[config.mk]
export PLATFORM = sky130hd
export DESIGN_NAME = ccrl_codec_rate_config
export DESIGN_NICKNAME = d
export VERILOG_FILES = /design/src/core/ccrl_pkg.sv /design/src/core/ccrl_codec_rate_config.sv
export SDC_FILE = /design/constraint.sdc
export NUM_CORES = 1
export LEC_CHECK = 0
export BUFFER_PORTS_ARGS = -buffer_cell sky130_fd_sc_hd__buf_2
export CAP_MARGIN = 10
export CORE_MARGIN = 10
export CORE_UTILIZATION = 55
export CTS_CLUSTER_SIZE = 40
export DETAILED_ROUTE_END_ITERATION = 8
export HOLD_SLACK_MARGIN = 0.15
export PLACE_DENSITY = 0.78
export SETUP_SLACK_MARGIN = 0.5
export SLEW_MARGIN = 40
export SYNTH_ARGS = -nofsm -noshare
export SYNTH_HDL_FRONTEND = slang
export SYNTH_SLANG_ARGS = --single-unit
[constraint.sdc]
create_clock -name clock -period 8.09 [get_ports clock]
set_input_delay 1.2135 -clock clock [delete_from_list [all_inputs] [get_ports clock]]
set_output_delay 1.2135 -clock clock [all_outputs]
set_load 0.02 [all_outputs]
[src/core/ccrl_pkg.sv]
// constants, types and field layout of the codec rate and configuration logic
package ccrl_pkg;

	// widths
	localparam int WORD_W = 16;
	localparam int DIVA_W = 5;
	localparam int STEP_W = 6;
	localparam int DIVB_W = 6;
	localparam int CNTA_W = 6;

	// primary word low-bit codes
	localparam logic [1:0] PRI_NORMAL = 2'h0;
	localparam logic [1:0] PRI_PLUS   = 2'h1;
	localparam logic [1:0] PRI_MINUS  = 2'h2;
	localparam logic [1:0] PRI_SECOND = 2'h3;

	// secondary word low-bit codes
	localparam logic [1:0] SEC_DIVA = 2'h0;
	localparam logic [1:0] SEC_STEP = 2'h1;
	localparam logic [1:0] SEC_DIVB = 2'h2;
	localparam logic [1:0] SEC_CTRL = 2'h3;

	// secondary field positions and primary data low bit
	localparam int TXA_MSB = 13;
	localparam int TXA_LSB = 9;
	localparam int RXA_MSB = 6;
	localparam int RXA_LSB = 2;
	localparam int TXS_MSB = 14;
	localparam int TXS_LSB = 9;
	localparam int RXS_MSB = 7;
	localparam int RXS_LSB = 2;
	localparam int DAC_LSB = 2;

	// control bit positions
	localparam int CTL_HPF    = 2;
	localparam int CTL_LOOP   = 3;
	localparam int CTL_AUX    = 4;
	localparam int CTL_COMMON = 5;
	localparam int CTL_GAIN_L = 6;
	localparam int CTL_GAIN_M = 7;
	localparam int CTL_SINC   = 9;

	// reset and fix-up values
	localparam logic [DIVA_W-1:0] RST_DIVA  = 5'h09;
	localparam logic [STEP_W-1:0] RST_STEP  = 6'h01;
	localparam logic [DIVB_W-1:0] RST_DIVB  = 6'h24;
	localparam logic [DIVB_W-1:0] FIX_DIVB  = 6'h24;
	localparam logic signed [7:0] MOD_ADD   = 8'sh40;

	// limits and timing
	localparam logic [DIVA_W-1:0] MIN_A_WORD  = 5'h04;
	localparam logic [DIVA_W-1:0] MIN_A_BYTE  = 5'h05;
	localparam logic [1:0]        SHIFT_LAST  = 2'h3;
	localparam logic [3:0]        GAP_SHIFTS  = 4'h4;
	localparam logic [3:0]        LAST_BIT    = 4'hF;

	typedef enum logic [1:0] {ST_IDLE, ST_PRIMARY, ST_GAP, ST_SECONDARY} ccrl_state_t;
	typedef enum logic [1:0] {ADJ_NONE, ADJ_PLUS, ADJ_MINUS} ccrl_adj_t;

	typedef struct packed {
		logic       sincCorr;
		logic [1:0] gain;
		logic       common;
		logic       auxIn;
		logic       loopback;
		logic       hpf;
	} ccrl_ctrl_t;

	localparam ccrl_ctrl_t RST_CTRL = '{1'h1, 2'h3, 1'h1, 1'h0, 1'h0, 1'h1};

endpackage
[src/core/ccrl_codec_rate_config.sv]
// conversion timing, serial word decode and configuration registers of the codec
`timescale 1ns/10ps
`default_nettype none

//
// Contract
// - code 00 loads both A dividers
// - code 01 loads signed step adjusts
// - code 10 loads both B dividers
// - code 11 loads control from d9,d7..d2
// - d2 removes or inserts high-pass section
// - d3 loopback, d4 second input pair
// - d5 selects independent or common timing
// - d6,d7 form input gain field
// - d9 removes or inserts sinc correction
// - reset pulse loads divider and step defaults
// - reset loads control register defaults
// - common timing uses transmit registers only; shutdown and port stop still test the receive A divider
// - adjusted sum 0 or 1 uses plain divider
// - negative sum is taken modulo 64
// - A divider 0 or 1 shuts down
// - A divider below limit stops serial port
// - B divider written 0 or 1 becomes 24h
// - hold last output value without traffic
// - adjustment applied near end of period
// - one command adjusts one period pair
// - receive adjust goes to period A or B
// - primary code 11 brings secondary after four shifts
// - B reloads every period, shift clock is clock/4
module ccrl_codec_rate_config (
	// clock and reset
	input  wire logic                   clock,
	input  wire logic                   sys_rst,
	input  wire logic                   codecResetN,
	// strap
	input  wire logic                   wordMode,
	// serial port
	input  wire logic                   serialDataIn,
	output var  logic                   shiftClk,
	output var  logic                   txFrameSync,
	output var  logic                   rxFrameSync,
	// converter side
	output var  logic [13:0]            dacWord,
	output var  logic                   txConvert,
	output var  logic                   rxConvert,
	// configuration
	output var  ccrl_pkg::ccrl_ctrl_t   analogConfig,
	output var  logic                   shutdown,
	output var  logic                   portStopped
);

	logic                              rstAll;
	logic [1:0]                        phase_r;
	logic                              shiftTick;
	ccrl_pkg::ccrl_state_t             state_r;
	logic [3:0]                        bitCnt_r;
	logic [ccrl_pkg::WORD_W-1:0]       shift_r;
	logic [ccrl_pkg::WORD_W-1:0]       wordIn;
	logic                              wordDone;
	logic                              primDone;
	logic                              secDone;
	logic [ccrl_pkg::DIVA_W-1:0]       divA_r [2];
	logic [ccrl_pkg::STEP_W-1:0]       step_r [2];
	logic [ccrl_pkg::DIVB_W-1:0]       divB_r [2];
	ccrl_pkg::ccrl_ctrl_t              ctrl_r;
	logic                              adjCmd_r;
	ccrl_pkg::ccrl_adj_t               adjMode_r;
	logic [1:0]                        convNow;
	logic                              shutdown_r;
	logic                              portStop_r;
	logic [13:0]                       dac_r;
	logic                              txConv_r;
	logic                              rxConv_r;
	logic                              shiftClk_r;
	logic                              txSync_r;
	logic                              rxSync_r;

	// both reset sources act on the clock edge
	assign rstAll = sys_rst | ~codecResetN;

	function automatic logic lowVal(input logic [ccrl_pkg::DIVB_W-1:0] v);
		lowVal = (v < 6'h02);
	endfunction

	// counter A load for one period, adjusted or not
	function automatic logic [ccrl_pkg::CNTA_W-1:0] aLoad(
		input logic [ccrl_pkg::DIVA_W-1:0] divA,
		input logic [ccrl_pkg::STEP_W-1:0] step,
		input ccrl_pkg::ccrl_adj_t         mode
	);
		logic signed [7:0] base;
		logic signed [7:0] delta;
		logic signed [7:0] sum;
		base  = signed'({3'h0, divA});
		delta = signed'({{2{step[ccrl_pkg::STEP_W-1]}}, step});
		case (mode)
			ccrl_pkg::ADJ_PLUS: begin
				sum = base + delta;
			end
			ccrl_pkg::ADJ_MINUS: begin
				sum = base - delta;
			end
			default: begin
				sum = base;
			end
		endcase
		if (sum == 8'sh00 || sum == 8'sh01) begin
			aLoad = {1'h0, divA};
		end else if (sum < 8'sh00) begin
			aLoad = 6'(sum + ccrl_pkg::MOD_ADD);
		end else begin
			aLoad = sum[ccrl_pkg::CNTA_W-1:0];
		end
	endfunction

	// shift clock divider, free running
	always_ff @(posedge clock) begin
		if (rstAll) begin
			phase_r <= 2'h0;
		end else begin
			phase_r <= phase_r + 2'h1;
		end
	end

	assign shiftTick = (phase_r == ccrl_pkg::SHIFT_LAST);

	always_ff @(posedge clock) begin
		if (rstAll) begin
			shiftClk_r <= 1'h0;
		end else begin
			shiftClk_r <= (phase_r == 2'h1) | (phase_r == 2'h2);
		end
	end

	// error states from the divider contents
	always_ff @(posedge clock) begin
		if (rstAll) begin
			shutdown_r <= 1'h0;
			portStop_r <= 1'h0;
		end else begin
			shutdown_r <= lowVal({1'h0, divA_r[0]}) | lowVal({1'h0, divA_r[1]});
			if (wordMode) begin
				portStop_r <= (divA_r[0] < ccrl_pkg::MIN_A_WORD) |
					(divA_r[1] < ccrl_pkg::MIN_A_WORD);
			end else begin
				portStop_r <= (divA_r[0] < ccrl_pkg::MIN_A_BYTE) |
					(divA_r[1] < ccrl_pkg::MIN_A_BYTE);
			end
		end
	end

	// serial frame engine, one frame per transmit conversion
	assign wordIn   = {shift_r[ccrl_pkg::WORD_W-2:0], serialDataIn};
	assign wordDone = shiftTick & (bitCnt_r == ccrl_pkg::LAST_BIT);
	assign primDone = wordDone & (state_r == ccrl_pkg::ST_PRIMARY);
	assign secDone  = wordDone & (state_r == ccrl_pkg::ST_SECONDARY);

	always_ff @(posedge clock) begin
		if (rstAll) begin
			state_r  <= ccrl_pkg::ST_IDLE;
			bitCnt_r <= 4'h0;
		end else begin
			case (state_r)
				ccrl_pkg::ST_IDLE: begin
					bitCnt_r <= 4'h0;
					// a stopped port starts no frames
					if (convNow[0] && !portStop_r && !shutdown_r) begin
						state_r <= ccrl_pkg::ST_PRIMARY;
					end
				end
				ccrl_pkg::ST_PRIMARY: begin
					if (shiftTick) begin
						bitCnt_r <= bitCnt_r + 4'h1;
					end
					if (primDone) begin
						bitCnt_r <= 4'h0;
						if (wordIn[1:0] == ccrl_pkg::PRI_SECOND) begin
							state_r <= ccrl_pkg::ST_GAP;
						end else begin
							state_r <= ccrl_pkg::ST_IDLE;
						end
					end
				end
				ccrl_pkg::ST_GAP: begin
					if (shiftTick) begin
						if (bitCnt_r == ccrl_pkg::GAP_SHIFTS - 4'h1) begin
							bitCnt_r <= 4'h0;
							state_r  <= ccrl_pkg::ST_SECONDARY;
						end else begin
							bitCnt_r <= bitCnt_r + 4'h1;
						end
					end
				end
				ccrl_pkg::ST_SECONDARY: begin
					if (shiftTick) begin
						bitCnt_r <= bitCnt_r + 4'h1;
					end
					if (secDone) begin
						bitCnt_r <= 4'h0;
						state_r  <= ccrl_pkg::ST_IDLE;
					end
				end
				default: begin
					state_r  <= ccrl_pkg::ST_IDLE;
					bitCnt_r <= 4'h0;
				end
			endcase
		end
	end

	always_ff @(posedge clock) begin
		if (rstAll) begin
			shift_r <= 16'h0000;
		end else if (shiftTick) begin
			shift_r <= wordIn;
		end
	end

	always_ff @(posedge clock) begin
		if (rstAll) begin
			txSync_r <= 1'h0;
		end else begin
			txSync_r <= (state_r == ccrl_pkg::ST_PRIMARY) | (state_r == ccrl_pkg::ST_SECONDARY);
		end
	end

	// the output word only changes on a primary word, so it holds otherwise
	always_ff @(posedge clock) begin
		if (rstAll) begin
			dac_r <= 14'h0000;
		end else if (primDone) begin
			dac_r <= wordIn[ccrl_pkg::WORD_W-1:ccrl_pkg::DAC_LSB];
		end
	end

	// adjust command from the primary word low bits
	always_ff @(posedge clock) begin
		if (rstAll) begin
			adjCmd_r  <= 1'h0;
			adjMode_r <= ccrl_pkg::ADJ_NONE;
		end else begin
			adjCmd_r <= primDone &
				((wordIn[1:0] == ccrl_pkg::PRI_PLUS) | (wordIn[1:0] == ccrl_pkg::PRI_MINUS));
			if (primDone && wordIn[1:0] == ccrl_pkg::PRI_PLUS) begin
				adjMode_r <= ccrl_pkg::ADJ_PLUS;
			end else if (primDone && wordIn[1:0] == ccrl_pkg::PRI_MINUS) begin
				adjMode_r <= ccrl_pkg::ADJ_MINUS;
			end
		end
	end

	// secondary decode into the divider registers
	always_ff @(posedge clock) begin
		if (rstAll) begin
			divA_r[0] <= ccrl_pkg::RST_DIVA;
			divA_r[1] <= ccrl_pkg::RST_DIVA;
			step_r[0] <= ccrl_pkg::RST_STEP;
			step_r[1] <= ccrl_pkg::RST_STEP;
			divB_r[0] <= ccrl_pkg::RST_DIVB;
			divB_r[1] <= ccrl_pkg::RST_DIVB;
		end else if (secDone) begin
			case (wordIn[1:0])
				ccrl_pkg::SEC_DIVA: begin
					divA_r[0] <= wordIn[ccrl_pkg::TXA_MSB:ccrl_pkg::TXA_LSB];
					divA_r[1] <= wordIn[ccrl_pkg::RXA_MSB:ccrl_pkg::RXA_LSB];
				end
				ccrl_pkg::SEC_STEP: begin
					step_r[0] <= wordIn[ccrl_pkg::TXS_MSB:ccrl_pkg::TXS_LSB];
					step_r[1] <= wordIn[ccrl_pkg::RXS_MSB:ccrl_pkg::RXS_LSB];
				end
				ccrl_pkg::SEC_DIVB: begin
					// an unusable B count is replaced, never stored
					divB_r[0] <= lowVal(wordIn[ccrl_pkg::TXS_MSB:ccrl_pkg::TXS_LSB]) ?
						ccrl_pkg::FIX_DIVB : wordIn[ccrl_pkg::TXS_MSB:ccrl_pkg::TXS_LSB];
					divB_r[1] <= lowVal(wordIn[ccrl_pkg::RXS_MSB:ccrl_pkg::RXS_LSB]) ?
						ccrl_pkg::FIX_DIVB : wordIn[ccrl_pkg::RXS_MSB:ccrl_pkg::RXS_LSB];
				end
				default: begin
				end
			endcase
		end
	end

	// control register, other bit positions are dropped
	always_ff @(posedge clock) begin
		if (rstAll) begin
			ctrl_r <= ccrl_pkg::RST_CTRL;
		end else if (secDone && wordIn[1:0] == ccrl_pkg::SEC_CTRL) begin
			ctrl_r.hpf      <= wordIn[ccrl_pkg::CTL_HPF];
			ctrl_r.loopback <= wordIn[ccrl_pkg::CTL_LOOP];
			ctrl_r.auxIn    <= wordIn[ccrl_pkg::CTL_AUX];
			ctrl_r.common   <= wordIn[ccrl_pkg::CTL_COMMON];
			ctrl_r.gain     <= wordIn[ccrl_pkg::CTL_GAIN_M:ccrl_pkg::CTL_GAIN_L];
			ctrl_r.sincCorr <= wordIn[ccrl_pkg::CTL_SINC];
		end
	end

	// conversion timing, index 0 transmit and 1 receive
	for (genvar g = 0; g < 2; g++) begin : gSide
		logic [ccrl_pkg::CNTA_W-1:0] cntA_r;
		logic [ccrl_pkg::DIVB_W-1:0] cntB_r;
		ccrl_pkg::ccrl_adj_t         pend_r;
		logic [ccrl_pkg::DIVA_W-1:0] selA;
		logic [ccrl_pkg::STEP_W-1:0] selS;
		logic [ccrl_pkg::DIVB_W-1:0] selB;
		logic                        aDone;
		logic [ccrl_pkg::DIVB_W-1:0] nextB;
		logic                        lastSeg;
		logic                        take;
		logic                        busy;

		// receive follows transmit registers in common mode
		assign selA = (g == 1 && ctrl_r.common) ? divA_r[0] : divA_r[g];
		assign selS = (g == 1 && ctrl_r.common) ? step_r[0] : step_r[g];
		assign selB = (g == 1 && ctrl_r.common) ? divB_r[0] : divB_r[g];

		assign aDone   = (cntA_r <= 6'h01);
		assign nextB   = (cntB_r <= 6'h01) ? selB : cntB_r - 6'h01;
		assign lastSeg = (nextB == 6'h01);
		assign take    = aDone & lastSeg & (pend_r != ccrl_pkg::ADJ_NONE);
		assign busy    = (cntB_r == 6'h01) | take;
		assign convNow[g] = aDone & (cntB_r <= 6'h01) & ~shutdown_r;

		always_ff @(posedge clock) begin
			if (rstAll) begin
				cntA_r <= {1'h0, ccrl_pkg::RST_DIVA};
				cntB_r <= ccrl_pkg::RST_DIVB;
			end else if (!shutdown_r && aDone) begin
				cntB_r <= nextB;
				// the adjusted count is spent on the last A segment
				if (lastSeg) begin
					cntA_r <= aLoad(selA, selS, pend_r);
				end else begin
					cntA_r <= {1'h0, selA};
				end
			end else if (!shutdown_r) begin
				cntA_r <= cntA_r - 6'h01;
			end
		end

		always_ff @(posedge clock) begin
			if (rstAll) begin
				pend_r <= ccrl_pkg::ADJ_NONE;
			end else if (adjCmd_r && (g == 0 || (pend_r == ccrl_pkg::ADJ_NONE && !busy))) begin
				// a receive period already being adjusted ignores a new command
				pend_r <= adjMode_r;
			end else if (take) begin
				pend_r <= ccrl_pkg::ADJ_NONE;
			end
		end
	end

	// converter strobes and receive sync
	always_ff @(posedge clock) begin
		if (rstAll) begin
			txConv_r <= 1'h0;
			rxConv_r <= 1'h0;
			rxSync_r <= 1'h0;
		end else begin
			txConv_r <= convNow[0];
			rxConv_r <= ctrl_r.common ? convNow[0] : convNow[1];
			rxSync_r <= (ctrl_r.common ? convNow[0] : convNow[1]) & ~portStop_r;
		end
	end

	assign shiftClk     = shiftClk_r;
	assign txFrameSync  = txSync_r;
	assign rxFrameSync  = rxSync_r;
	assign dacWord      = dac_r;
	assign txConvert    = txConv_r;
	assign rxConvert    = rxConv_r;
	assign analogConfig = ctrl_r;
	assign shutdown     = shutdown_r;
	assign portStopped  = portStop_r;

endmodule

`default_nettype wire

==> summary.txt <==
Status
  – Status: finished, final reports clean

Worst setup path
  – Buffer and inverter count on the worst path: 2
  – Slowest stage delay, CP: 480 ps
  – Critical path capture point type: register
  – Slowest-stage cell, CP: or3_2
  – Biggest fanout along the worst timing path: 27
  – Crit-path leading delay family: compound AO/OA/AOI/OAI gates
  – Data arrival time of the critical path: 3860 ps
  – CP required: 8420 ps
  – Series of cell instances along the critical path: buf_4 > mux2i_1 > ha_1 > inv_1 > fa_1 > a21o_1 > a21oi_1 > xnor2_1 > or3_2 > a311oi_2 > o31ai_1 > a211oi_1
  – Critical Path Source Type: register
  – Path type of the worst setup path: reg -> reg

Floorplanning
  – Placeable Area: 11600 um2
  – Row Count: 39
  – Top-level port count: 33
  – Die span in x: 129 um
  – Initial core utilization: 0.566
  – Vert. Die Dim: 129 um
  – Die footprint: 16700 um2

STA
  – Number of setup violations in the final report: 0
  – Setup slack after layout: 4570 ps
  – Setup repair after global routing missed its margin: no
  – Normalized max-slew margin: 0.429
  – Final hold violations: 0
  – Total Neg Setup Slack: 0 ps
  – Count of final max-slew check failures: 0
  – Clock skew: 13.5 ps
  – Highest clock rate: 284 MHz
  – Period utilisation layout: 0.436
  – Slew at the pin closest to its max-slew limit: 849 ps
  – Post-route minimum period: 3520 ps

Place
  – Count of input and output buffers: 32
  – Half-perimeter wire length after detailed placement: 11.4 mm
  – Instance area at placement: 6780 um2
  – # placed instances: 888
  – Worst slack at placement: 4620 ps
  – Placer's final routability congestion estimate: 0.945

Min path
  – Class of the tightest hold or removal check: reg -> reg

Logic synthesis
  – FFs w/ async S/R, synth: 0
  – Count of warnings emitted by yosys: 0
  – Syn avg cell area: 8.77 um2
  – Post-synthesis cell type count: 67
  – Net count of the mapped netlist: 784
  – Synth Instances: 747
  – Number of storage elements in the synthesis netlist: 115
  – Sequential cell area fraction in the yosys report: 0.403
  – Post-synth design cell area: 6550 um2
  – Prevailing post-synth register cell: dfxtp_1
  – EDFF count, synth: 34

Layout
  – Final net count: 801
  – Syn-to-layout area delta: 13.0%
  – Multi-input logic area: 3680 um2
  – Ratio of cells with drive above 1 in the final layout: 0.122
  – N_diodes: 0
  – Non-filler instance count after layout: 919
  – Final cell area excluding filler cells: 7410 um2
  – Filler cell count: 934
  – Area of all sequential standard cells: 2640 um2

Global routing
  – Number of global-route vias before repair: 5552
  – Antenna violations before repair: 0
  – First-pass GRT wire length: 26.8 mm
  – Tot GR Track Use: 0.200
  – Pin count of the biggest net entering global routing: 66
  – GRT overflow: 0

Power and ir drop
  – Total chip power: 1.48 mW
  – Largest voltage drop on the vdd net: 0.178 mV
  – LEAKAGE: 2.72 nW
  – Power density normalized to cell area: 199 nW/um2

Routing
  – Final routed wire length divided by cell count: 17.8 um
  – Count of routing violations after the opening detailed-route iteration: 404
  – Detailed Route WL: 16.3 mm
  – Antenna-violating nets left: 0
  – Count of unresolved DRC violations after routing: 0
  – Vias after detailed routing: 5653
  – Vias per cell: 6.15
  – Drt first pass iters: 7

Clock tree
  – Post-CTS setup buffer count: 0
  – Number of buffers between clock root and the deepest sink: 2
  – Number of gates given a new drive strength after cts: 0
  – Hold-fix buffers, CTS: 0
  – Clock latency of the later-clocked register in the worst-skew pair: 430 ps
  – CTS tree: built
  – TritonCTS Buffers: 17
  – Clock Sink Count: 115
  – Clock-pin slew on the worst setup and hold paths: 50 ps
  – Clock root buffer: clkbuf_16
  – H-tree level count: 4

Flow run
  – Maxcap violations: 0
## state kept, by name (all words and copies together) (netlist names), named ones only
register and count:
shift_r 15, txConvert 1, txFrameSync 1, phase_r 2, rxFrameSync 1, step_r 12, gSide.cntB_r 12, adjCmd_r 1
shutdown 1, gSide.pend_r 4, portStopped 1, rxConvert 1, bitCnt_r 4, dacWord 14, divB_r 12, gSide.cntA_r 12
state_r 1, divA_r 10, analogConfig 7, adjMode_r 2
## area by class of cell
cell class / instances / area share
clock buffers: 20 / 0.0632
well taps: 143 / 0.0242
clock inverters: 11 / 0.0201
flip-flops and latches: 115 / 0.357
repair buffers: 36 / 0.0257
inverters: 26 / 0.0132
multi-input cells: 568 / 0.497
## final timing paths
path                                           end  slack (ps)  cells past startpoint             from
worst max-delay path            gSide[1].cntA_r[2]        4570                     12  analogConfig[3]
worst min-delay path                    phase_r[0]         440                      1       phase_r[0]
worst max register to register  gSide[1].cntA_r[2]        4570                     12  analogConfig[3]
worst min register to register          phase_r[0]         440                      1       phase_r[0]
## power breakdown
group          switching, mW  internal [mW]  leakage (nW)  total, mW
clock network          0.275          0.511         0.303      0.786
logic                 0.0477         0.0297          1.42     0.0775
registers             0.0111          0.603          1.00      0.614
## per-stage QoR
step | utilization | hold WS (ps)
final | 0.640 | 440
after CTS | 0.639 | 437
after global placement | 0.585 | 406
after global routing | 0.640 | 452
after floorplan | - | 397
after detailed placement | 0.586 | 429
## per-layer routing
layer	wire length, um	share of wire	track usage
met1	7130	0.44	0.241
met2	7470	0.46	0.321
met5	0	0	0
met4	601	0.037	0.0997
met3	1130	0.069	0.0551
## Yosys cell counts (6+ instances only)
cell / count / area [um2]
ha_1: 30 / 375
nor2b_1: 9 / 56.3
inv_1: 26 / 97.6
o31ai_1: 12 / 90.1
a21o_1: 6 / 45.0
dfxtp_1: 81 / 1620
clkbuf_1: 28 / 105
a211oi_1: 6 / 45.0
edfxtp_1: 34 / 1020
and3_1: 9 / 56.3
or4_1: 7 / 52.6
xnor2_1: 11 / 96.3
and2_1: 29 / 181
a32oi_1: 7 / 61.3
nand3_1: 28 / 140
mux2_2: 9 / 101
o21ai_0: 18 / 90.1
nand2_1: 83 / 312
mux2i_1: 30 / 300
nor2_1: 71 / 267
nand2b_1: 18 / 113
o21a_1: 8 / 60.1
nor3_1: 29 / 145
a21oi_1: 55 / 275
o211ai_1: 8 / 60.1
## cell families after synthesis
kind of cell / count (synthesis) / synth area share
xor+xnor: 15 / 0.0201
buf+inv: 64 / 0.0403
flops: 115 / 0.403
compound gates: 163 / 0.169
mux: 39 / 0.0613
fa+ha+maj: 32 / 0.0634
simple gates: 319 / 0.242
## cell usage in the layout (no fill, tap or decap), types with 11 or more instances in the layout
master / n
dfxtp_1: 81
a21oi_1: 55
and2_1: 29
nor2_1: 71
ha_1: 29
nand3_1: 28
o31ai_1: 12
buf_2: 32
mux2i_1: 30
xnor2_1: 11
edfxtp_1: 34
nor3_1: 27
o21ai_0: 18
inv_1: 26
nand2b_1: 17
nand2_1: 83
clkbuf_16: 18
No activity file was read; power rests on OpenSTA's default activity.
